[src/gph_pkg.sv]
// Package of offsets, field layouts and fixed values for the configuration header tail.
package gph_pkg;

    // Bus geometry
    localparam int ADDR_WIDTH = 12;
    localparam int DATA_WIDTH = 32;

    // Printed offsets are register indices; byte address is four times the index
    localparam logic [9:0] SUBSYS_VENDOR_IDX = 10'h02c;
    localparam logic [9:0] SUBSYS_CODE_IDX   = 10'h02e;
    localparam logic [9:0] ROM_BASE_IDX      = 10'h030;
    localparam logic [9:0] CAP_HEAD_IDX      = 10'h034;
    localparam logic [9:0] IRQ_ROUTE_IDX     = 10'h03c;
    localparam logic [9:0] IRQ_PIN_IDX       = 10'h03d;
    localparam logic [9:0] MIN_GRANT_IDX     = 10'h03e;
    localparam logic [9:0] MAX_LAT_IDX       = 10'h03f;
    localparam logic [9:0] PM_HEADER_IDX     = 10'h0dc;
    localparam logic [9:0] PM_WORD_IDX       = 10'h0de;

    // Reset and fixed values
    localparam logic [15:0] SUBSYS_RESET    = 16'h0000;
    localparam logic [31:0] ROM_BASE_VALUE  = 32'h00000000;
    localparam logic [7:0]  CAP_HEAD_VALUE  = 8'hdc;
    localparam logic [7:0]  IRQ_ROUTE_RESET = 8'h00;
    localparam logic [7:0]  IRQ_PIN_VALUE   = 8'h01;
    localparam logic [7:0]  MIN_GRANT_VALUE = 8'h00;
    localparam logic [7:0]  MAX_LAT_VALUE   = 8'h00;

    // Capability header fields
    localparam logic [7:0]  PM_NEXT_LINK    = 8'h00;
    localparam logic [7:0]  PM_KIND_CODE    = 8'h01;

    // Capability word fields
    localparam int          PM_DSI_POS      = 5;
    localparam logic [2:0]  PM_VERSION      = 3'b001;
    localparam logic [15:0] PM_WORD_RESET   = 16'h0021;

    // Responses
    localparam logic [1:0]  RESP_OKAY       = 2'b00;
    localparam logic [1:0]  RESP_SLVERR     = 2'b10;

endpackage

[src/gph_config_tail.sv]
// Configuration header tail register bank behind an AXI4-Lite slave.
`timescale 1ns/1ps
// Notes on behaviour
// - Subsystem code word resets zero, write once
// - Subsystem vendor word resets zero, write once
// - Only reset clears write-once words and locks
// - Expansion ROM base reads zero, ignores writes
// - ROM enable and bits 10:1 zero
// - ROM mask bits 17:11 read zero
// - Capability list head reads fixed DCh
// - Interrupt routing byte stores written value
// - Interrupt pin byte reads 01h
// - Minimum grant byte reads zero
// - Maximum latency byte reads zero
// - Capability header link field reads 00h
// - Capability header kind code reads 01h
// - Event support bits 15:11 read zero
// - D2 and D1 support bits read zero
// - Device specific init bit reads one
// - Aux power and event clock zero
// - Version 001b, reserved zero, word 0021h
module gph_config_tail
    import gph_pkg::*;
(
    // Clock and reset
    input  wire logic                    clk,
    input  wire logic                    rst_n,
    // Write address channel
    input  wire logic [ADDR_WIDTH-1:0]   s_axi_awaddr,
    input  wire logic [2:0]              s_axi_awprot,
    input  wire logic                    s_axi_awvalid,
    output logic                         s_axi_awready,
    // Write data channel
    input  wire logic [DATA_WIDTH-1:0]   s_axi_wdata,
    input  wire logic [DATA_WIDTH/8-1:0] s_axi_wstrb,
    input  wire logic                    s_axi_wvalid,
    output logic                         s_axi_wready,
    // Write response channel
    output logic [1:0]                   s_axi_bresp,
    output logic                         s_axi_bvalid,
    input  wire logic                    s_axi_bready,
    // Read address channel
    input  wire logic [ADDR_WIDTH-1:0]   s_axi_araddr,
    input  wire logic [2:0]              s_axi_arprot,
    input  wire logic                    s_axi_arvalid,
    output logic                         s_axi_arready,
    // Read data channel
    output logic [DATA_WIDTH-1:0]        s_axi_rdata,
    output logic [1:0]                   s_axi_rresp,
    output logic                         s_axi_rvalid,
    input  wire logic                    s_axi_rready
);

    logic                      awready_reg;
    logic                      wready_reg;
    logic                      bvalid_reg;
    logic [1:0]                bresp_reg;
    logic                      arready_reg;
    logic                      rvalid_reg;
    logic [1:0]                rresp_reg;
    logic [DATA_WIDTH-1:0]     rdata_reg;

    logic                      aw_full_reg;
    logic                      w_full_reg;
    logic [9:0]                aw_idx_reg;
    logic [DATA_WIDTH-1:0]     wdata_reg;
    logic [DATA_WIDTH/8-1:0]   wstrb_reg;

    // Write-once words, their locks and the interrupt routing byte
    logic [15:0]               subsys_vendor_reg;
    logic                      vendor_locked_reg;
    logic [15:0]               subsys_code_reg;
    logic                      code_locked_reg;
    logic [7:0]                irq_route_reg;

    // Handshake and decode nets
    logic                      aw_take;
    logic                      w_take;
    logic                      ar_take;
    logic                      do_write;
    logic                      low_half_strobed;
    logic                      wr_hit;
    logic                      rd_hit;
    logic [DATA_WIDTH-1:0]     rd_data;
    logic [15:0]               pm_header;
    logic [15:0]               pm_word;
    logic [DATA_WIDTH-1:0]     rom_base;
    logic [9:0]                ar_idx;
    logic                      wr_vendor_sel;
    logic                      wr_code_sel;
    logic                      wr_route_sel;

    assign aw_take = s_axi_awvalid && awready_reg;
    assign w_take  = s_axi_wvalid && wready_reg;
    assign ar_take = s_axi_arvalid && arready_reg;
    assign do_write = aw_full_reg && w_full_reg && !bvalid_reg;
    assign low_half_strobed = |wstrb_reg[1:0];

    // Read index taken straight off the bus
    assign ar_idx = s_axi_araddr[ADDR_WIDTH-1:2];

    // Write selects; a locked word still answers okay
    assign wr_vendor_sel = do_write && aw_idx_reg == SUBSYS_VENDOR_IDX;
    assign wr_code_sel   = do_write && aw_idx_reg == SUBSYS_CODE_IDX;
    assign wr_route_sel  = do_write && aw_idx_reg == IRQ_ROUTE_IDX;

    // Last entry of the capability list
    always_comb
    begin
        pm_header[15:8] = PM_NEXT_LINK;
        pm_header[7:0]  = PM_KIND_CODE;
    end

    // Every field spelled out so a stray bit cannot hide
    always_comb
    begin
        pm_word = 16'h0000;
        pm_word[15:11] = 5'b00000;
        pm_word[10] = 1'b0;
        pm_word[9]  = 1'b0;
        pm_word[8:6] = 3'b000;
        pm_word[PM_DSI_POS] = 1'b1;
        pm_word[4] = 1'b0;
        pm_word[3] = 1'b0;
        pm_word[2:0] = PM_VERSION;
    end

    // No separate ROM, so every field is tied off
    always_comb
    begin
        rom_base = ROM_BASE_VALUE;
        rom_base[31:18] = 14'h0000;
        rom_base[17:11] = 7'h00;
        rom_base[10:1] = 10'h000;
        rom_base[0]    = 1'b0;
    end

    // Write address capture; held until the write is performed
    always_ff @(posedge clk or negedge rst_n)
    begin
        if (!rst_n)
        begin
            aw_full_reg <= 1'b0;
            aw_idx_reg  <= 10'h000;
            awready_reg <= 1'b1;
        end
        else
        begin
            if (aw_take)
            begin
                aw_full_reg <= 1'b1;
                aw_idx_reg  <= s_axi_awaddr[ADDR_WIDTH-1:2];
                awready_reg <= 1'b0;
            end
            else if (do_write)
            begin
                aw_full_reg <= 1'b0;
            end
            else if (bvalid_reg && s_axi_bready)
            begin
                awready_reg <= 1'b1;
            end
        end
    end

    // Write data capture; either channel may arrive first
    always_ff @(posedge clk or negedge rst_n)
    begin
        if (!rst_n)
        begin
            w_full_reg <= 1'b0;
            wdata_reg  <= 32'h00000000;
            wstrb_reg  <= 4'h0;
            wready_reg <= 1'b1;
        end
        else
        begin
            if (w_take)
            begin
                w_full_reg <= 1'b1;
                wdata_reg  <= s_axi_wdata;
                wstrb_reg  <= s_axi_wstrb;
                wready_reg <= 1'b0;
            end
            else if (do_write)
            begin
                w_full_reg <= 1'b0;
            end
            else if (bvalid_reg && s_axi_bready)
            begin
                wready_reg <= 1'b1;
            end
        end
    end

    // Address decode for writes; read-only words still count as mapped
    always_comb
    begin
        if (aw_idx_reg == SUBSYS_VENDOR_IDX || aw_idx_reg == SUBSYS_CODE_IDX)
            wr_hit = 1'b1;
        else if (aw_idx_reg == ROM_BASE_IDX || aw_idx_reg == CAP_HEAD_IDX)
            wr_hit = 1'b1;
        else if (aw_idx_reg >= IRQ_ROUTE_IDX && aw_idx_reg <= MAX_LAT_IDX)
            wr_hit = 1'b1;
        else if (aw_idx_reg == PM_HEADER_IDX || aw_idx_reg == PM_WORD_IDX)
            wr_hit = 1'b1;
        else
            wr_hit = 1'b0;
    end

    // Write response
    always_ff @(posedge clk or negedge rst_n)
    begin
        if (!rst_n)
        begin
            bvalid_reg <= 1'b0;
            bresp_reg  <= RESP_OKAY;
        end
        else
        begin
            if (do_write)
            begin
                bvalid_reg <= 1'b1;
                bresp_reg  <= wr_hit ? RESP_OKAY : RESP_SLVERR;
            end
            else if (bvalid_reg && s_axi_bready)
            begin
                bvalid_reg <= 1'b0;
            end
        end
    end

    // Subsystem vendor word; lock survives everything but reset
    always_ff @(posedge clk or negedge rst_n)
    begin
        if (!rst_n)
        begin
            subsys_vendor_reg <= SUBSYS_RESET;
            vendor_locked_reg <= 1'b0;
        end
        else if (wr_vendor_sel && !vendor_locked_reg && low_half_strobed)
        begin
            if (wstrb_reg[0])
                subsys_vendor_reg[7:0] <= wdata_reg[7:0];
            if (wstrb_reg[1])
                subsys_vendor_reg[15:8] <= wdata_reg[15:8];
            vendor_locked_reg <= 1'b1;
        end
    end

    // Subsystem code word
    always_ff @(posedge clk or negedge rst_n)
    begin
        if (!rst_n)
        begin
            subsys_code_reg <= SUBSYS_RESET;
            code_locked_reg <= 1'b0;
        end
        else if (wr_code_sel && !code_locked_reg && low_half_strobed)
        begin
            if (wstrb_reg[0])
                subsys_code_reg[7:0] <= wdata_reg[7:0];
            if (wstrb_reg[1])
                subsys_code_reg[15:8] <= wdata_reg[15:8];
            code_locked_reg <= 1'b1;
        end
    end

    // Interrupt routing byte; storage only, drives nothing else
    always_ff @(posedge clk or negedge rst_n)
    begin
        if (!rst_n)
            irq_route_reg <= IRQ_ROUTE_RESET;
        else if (wr_route_sel && wstrb_reg[0])
            irq_route_reg <= wdata_reg[7:0];
    end

    // Read decode; narrow words sit in the low bits
    always_comb
    begin
        rd_hit  = 1'b1;
        rd_data = 32'h00000000;
        if (ar_idx == SUBSYS_VENDOR_IDX)
            rd_data = {16'h0000, subsys_vendor_reg};
        else if (ar_idx == SUBSYS_CODE_IDX)
            rd_data = {16'h0000, subsys_code_reg};
        else if (ar_idx == ROM_BASE_IDX)
            rd_data = rom_base;
        else if (ar_idx == CAP_HEAD_IDX)
            rd_data = {24'h000000, CAP_HEAD_VALUE};
        else if (ar_idx == IRQ_ROUTE_IDX)
            rd_data = {24'h000000, irq_route_reg};
        else if (ar_idx == IRQ_PIN_IDX)
            rd_data = {24'h000000, IRQ_PIN_VALUE};
        else if (ar_idx == MIN_GRANT_IDX)
            rd_data = {24'h000000, MIN_GRANT_VALUE};
        else if (ar_idx == MAX_LAT_IDX)
            rd_data = {24'h000000, MAX_LAT_VALUE};
        else if (ar_idx == PM_HEADER_IDX)
            rd_data = {16'h0000, pm_header};
        else if (ar_idx == PM_WORD_IDX)
            rd_data = {16'h0000, pm_word};
        else
            rd_hit = 1'b0;
    end

    // Read address ready; one read in flight at a time
    always_ff @(posedge clk or negedge rst_n)
    begin
        if (!rst_n)
            arready_reg <= 1'b1;
        else if (ar_take)
            arready_reg <= 1'b0;
        else if (rvalid_reg && s_axi_rready)
            arready_reg <= 1'b1;
    end

    // Read valid; stands until the master takes it
    always_ff @(posedge clk or negedge rst_n)
    begin
        if (!rst_n)
            rvalid_reg <= 1'b0;
        else if (ar_take)
            rvalid_reg <= 1'b1;
        else if (rvalid_reg && s_axi_rready)
            rvalid_reg <= 1'b0;
    end

    // Read data; address decoded in the cycle it is taken
    always_ff @(posedge clk or negedge rst_n)
    begin
        if (!rst_n)
        begin
            rresp_reg <= RESP_OKAY;
            rdata_reg <= 32'h00000000;
        end
        else if (ar_take)
        begin
            rresp_reg <= rd_hit ? RESP_OKAY : RESP_SLVERR;
            rdata_reg <= rd_data;
        end
    end

    assign s_axi_awready = awready_reg;
    assign s_axi_wready  = wready_reg;
    assign s_axi_bvalid  = bvalid_reg;
    assign s_axi_bresp   = bresp_reg;
    assign s_axi_arready = arready_reg;
    assign s_axi_rvalid  = rvalid_reg;
    assign s_axi_rresp   = rresp_reg;
    assign s_axi_rdata   = rdata_reg;

endmodule

[config.mk]
export PLATFORM = sky130hd
export DESIGN_NAME = gph_config_tail
export DESIGN_NICKNAME = d
export VERILOG_FILES = /design/src/gph_pkg.sv /design/src/gph_config_tail.sv
export SDC_FILE = /design/constraint.sdc
export NUM_CORES = 1
export LEC_CHECK = 0
export BUFFER_PORTS_ARGS = -buffer_cell sky130_fd_sc_hd__buf_2
export CAP_MARGIN = 10
export CORE_UTILIZATION = 26
export DETAILED_ROUTE_END_ITERATION = 16
export SYNTH_ARGS = -nofsm -noshare
export SYNTH_HDL_FRONTEND = slang
export SYNTH_SLANG_ARGS = --single-unit
[constraint.sdc]
create_clock -name clk -period 4 [get_ports clk]
set_input_delay 0.6 -clock clk [delete_from_list [all_inputs] [get_ports clk]]
set_output_delay 0.6 -clock clk [all_outputs]
set_load 0.02 [all_outputs]
==> flow_results.xml <==
<?xml version="1.0" encoding="UTF-8"?>
<metrics>
  <group name="detailed_routing">
    <metric name="detailedRoute.firstPassIterationCount" unit="">4</metric>
    <metric name="iter_0_drt_violations" unit="">108</metric>
    <metric name="drc" unit="">0</metric>
    <metric name="drt-total-wl" unit="mm">8.74</metric>
    <metric name="via_per_inst" unit="">4.39</metric>
    <metric name="postRouteAntennaNets" unit="">0</metric>
    <metric name="drt-wirelength-per-cell" unit="µm">13.8</metric>
    <metric name="detailroute.via_count" unit="">2785</metric>
  </group>
  <group name="cts">
    <metric name="clock_sinks" unit="">95</metric>
    <metric name="h-tree-depth" unit="">3</metric>
    <metric name="cts_post_setup_buffers_inserted" unit="">0</metric>
    <metric name="clock_pin_transition_on_the_worst_setup_and_hold_timing_paths" unit="ps">70</metric>
    <metric name="cts_inserted_buffers" unit="">9</metric>
    <metric name="tritoncts_clock_tree" unit="">built</metric>
    <metric name="worst_skew_pair.late_latency" unit="ps">340</metric>
    <metric name="number_of_resized_instances_in_the_post_cts_repair_step" unit="">0</metric>
    <metric name="cts.path.max_buffers" unit="">2</metric>
    <metric name="clk_root_buffer_cell" unit="">clkbuf_16</metric>
    <metric name="number_of_hold_buffers_added_after_cts" unit="">0</metric>
  </group>
  <group name="global_route">
    <metric name="grt_util_all_layers" unit="">0.115</metric>
    <metric name="antenna_found_initial" unit="">1</metric>
    <metric name="grt_pass1_vias" unit="">2781</metric>
    <metric name="gr-total-overflow" unit="">0</metric>
    <metric name="grt_first_pass_wirelength" unit="mm">14.4</metric>
    <metric name="pin_count_of_the_biggest_net_entering_global_routing" unit="">81</metric>
  </group>
  <group name="critical_path">
    <metric name="crit_path_max_incr_delay" unit="ps">580</metric>
    <metric name="worst-setup-path-type" unit="">reg -&gt; reg</metric>
    <metric name="sort_of_element_at_the_start_of_the_critical_path" unit="">flop</metric>
    <metric name="worstPathArrival" unit="ps">2630</metric>
    <metric name="slowest_stage" unit="">and3_1</metric>
    <metric name="crit_fanout" unit="">8</metric>
    <metric name="rr_worst_depth" unit="">4</metric>
    <metric name="worst_path_cell_trace" unit="">or3b_2, nor3_2, and3_1, mux2_2</metric>
    <metric name="critical_path.endpoint_type" unit="">flop</metric>
    <metric name="rrSetupSlack" unit="ps">1600</metric>
    <metric name="worst_r2r_endpoint" unit="">subsys_vendor_reg[6]</metric>
    <metric name="critical_path.reg2reg.startpoint" unit="">aw_idx_reg[6]</metric>
    <metric name="wp_data_required" unit="ps">4230</metric>
  </group>
  <group name="placed_design">
    <metric name="dp_cells" unit="">620</metric>
    <metric name="io_buffers" unit="">67</metric>
    <metric name="preCtsSetupSlack" unit="ps">1590</metric>
    <metric name="dpl_cell_area" unit="µm²">4700</metric>
    <metric name="gpl.final_weighted_congestion" unit="">0.745</metric>
    <metric name="place.detailed.hpwl" unit="mm">6.02</metric>
  </group>
  <group name="timing">
    <metric name="timing.slew.headroom" unit="">0.319</metric>
    <metric name="layout_worst_path_cycle_share" unit="">0.600</metric>
    <metric name="finalSetupViolations" unit="">0</metric>
    <metric name="finalSetupTns" unit="ps">0</metric>
    <metric name="grt_setup_unrepaired" unit="">false</metric>
    <metric name="finClkSkew" unit="ps">8.83</metric>
    <metric name="setup_slack_after_layout" unit="ps">1600</metric>
    <metric name="final-hold-violation-count" unit="">0</metric>
    <metric name="pin_slew_with_the_least_headroom_to_its_limit" unit="ps">1020</metric>
    <metric name="final_period_minus_worst_setup_slack" unit="ps">2400</metric>
    <metric name="max_freq" unit="MHz">417</metric>
    <metric name="hold_slack" unit="ps">411</metric>
    <metric name="final_max_slew_viol_count" unit="">0</metric>
  </group>
  <group name="min_path">
    <metric name="hold_path_depth" unit="">2</metric>
    <metric name="holdCritPathClass" unit="">in -&gt; reg</metric>
    <metric name="worstHoldStart" unit="">s_axi_wvalid</metric>
    <metric name="timing.hold.worst_endpoint" unit="">s_axi_wready</metric>
  </group>
  <group name="floorplanning">
    <metric name="coreArea" unit="µm²">15800</metric>
    <metric name="horizontal_extent_of_the_die" unit="µm">129</metric>
    <metric name="die_area" unit="µm²">16700</metric>
    <metric name="floorplan.rows" unit="">46</metric>
    <metric name="start_util" unit="">0.266</metric>
    <metric name="top_level_ports" unit="">114</metric>
    <metric name="fp.dieH" unit="µm">129</metric>
  </group>
  <group name="layout">
    <metric name="finalCoreUtilization" unit="">0.315</metric>
    <metric name="synthToLayoutAreaGrowth" unit="%">18.5</metric>
    <metric name="final_cell_count_no_fill" unit="">635</metric>
    <metric name="layout-drive-gt1-share" unit="">0.391</metric>
    <metric name="final_nets" unit="">488</metric>
    <metric name="diodes" unit="">0</metric>
    <metric name="finish.instance_area" unit="µm²">4990</metric>
  </group>
  <group name="yosys">
    <metric name="post_synth_and_or_nand_nor_area_fraction" unit="">0.110</metric>
    <metric name="ys_dominant_reg_cell" unit="">dfrtp_1</metric>
    <metric name="yosys_register_bits" unit="">95</metric>
    <metric name="number_of_flops_mapped_to_enable_cells_by_yosys" unit="">0</metric>
    <metric name="synth_largest_area_cell" unit="">dfrtp_1</metric>
    <metric name="yosysWarnings" unit="">0</metric>
    <metric name="post_synthesis_cell_area" unit="µm²">4210</metric>
    <metric name="ys_top_cells_by_count" unit="">dfrtp_1 (92), mux2_2 (68), nand2_1 (40)</metric>
    <metric name="mean_cell_area_of_the_mapped_netlist" unit="µm²">12.1</metric>
    <metric name="synth_area_in_compound_gates" unit="">0.0770</metric>
    <metric name="synthesis.instances" unit="">349</metric>
    <metric name="post_synth_fa_ha_maj_area_fraction" unit="">0</metric>
    <metric name="synth.distinct_cells" unit="">48</metric>
    <metric name="synthTopCellsByArea" unit="">dfrtp_1 (55%), mux2_2 (18%), nand2_1 (3.6%)</metric>
    <metric name="synth_top_family_by_area" unit="">multiplexers</metric>
    <metric name="synthDominantCellAreaShare" unit="">0.547</metric>
    <metric name="synth_async_sr_flop_share" unit="">1.00</metric>
    <metric name="seq_area_frac_synth" unit="">0.566</metric>
    <metric name="share_of_cell_area_taken_by_muxes_after_synthesis" unit="">0.191</metric>
    <metric name="post-synth-top-count-cell" unit="">dfrtp_1</metric>
    <metric name="synthXorXnorAreaFrac" unit="">0</metric>
  </group>
  <group name="run">
    <metric name="timing.max_cap.violations" unit="">0</metric>
  </group>
  <group name="power">
    <metric name="leakage" unit="nW">2.41</metric>
    <metric name="max-vdd-ir-drop" unit="V">0.000335</metric>
    <metric name="report.power.total" unit="mW">2.65</metric>
    <metric name="power_density" unit="nW/µm²">531</metric>
  </group>
  <group name="outcome">
    <metric name="run_status" unit="">complete, no violations</metric>
  </group>
</metrics>
[power breakdown]
group | internal (mW) | switching, mW
logic | 0.246 | 0.236
clock network | 0.484 | 0.364
registers | 1.16 | 0.157
total | 1.89 | 0.756
[cell usage in the layout (no fill, tap or decap), types with 4 or more instances in the layout]
cell and instances:
clkbuf_16 9, o21ai_1 5, conb_1 18, nor3_1 4
mux2_2 68, buf_2 66, dfrtp_1 92, o21ai_0 20
inv_1 11, nand2b_1 4, o211ai_1 5, mux2i_1 4
nand2_1 40, nor2_1 13, a21o_1 9
[layer usage]
metal  track usage  wire [µm]
met1         0.148       4070
met2         0.175       3990
met3        0.0442        557
met4        0.0401        112
met5             0         12
[kinds of logic (layout without fill, tap and decap cells)]
| family | Yosys count | in the layout |
|---|---|---|
| AOI/OAI and AO/OA | 52 | 52 |
| other | 1 | 18 |
| DFF | 95 | 95 |
| muxes | 72 | 72 |
| and+or+nand+nor | 88 | 88 |
| buffers and inverters | 41 | 94 |
[how the worst max path moves through the flow]
stage                         start              endpoint  slack, ps  cells after the start
detailed placement    s_axi_arvalid        s_axi_rdata[3]       1590                      5
global placement      s_axi_arvalid        s_axi_rdata[4]       1610                      5
finish                aw_idx_reg[6]  subsys_vendor_reg[6]       1600                      4
CTS                   aw_idx_reg[6]  subsys_vendor_reg[4]       1600                      4
global route          aw_idx_reg[6]      irq_route_reg[2]       1440                      4
floorplan           s_axi_araddr[2]        s_axi_rdata[0]       1860                      5
[critical path, delay by kind of cell (launching register included)]
family           cells  cell delay (ps)
AND/OR/NAND/NOR      3             1490
multiplexers         1              400
flip-flops           1              390
[final cells by class]
type                       count  area (µm²)
sequential                    95        2380
timing repair buffer          68         345
tap                          216         270
fill                        1621       10800
clock inverter                 6        67.6
inverter                      11        41.3
clock buffer                   9         225
multi-input combinational    230        1660
(Power assumes the default switching activity.)
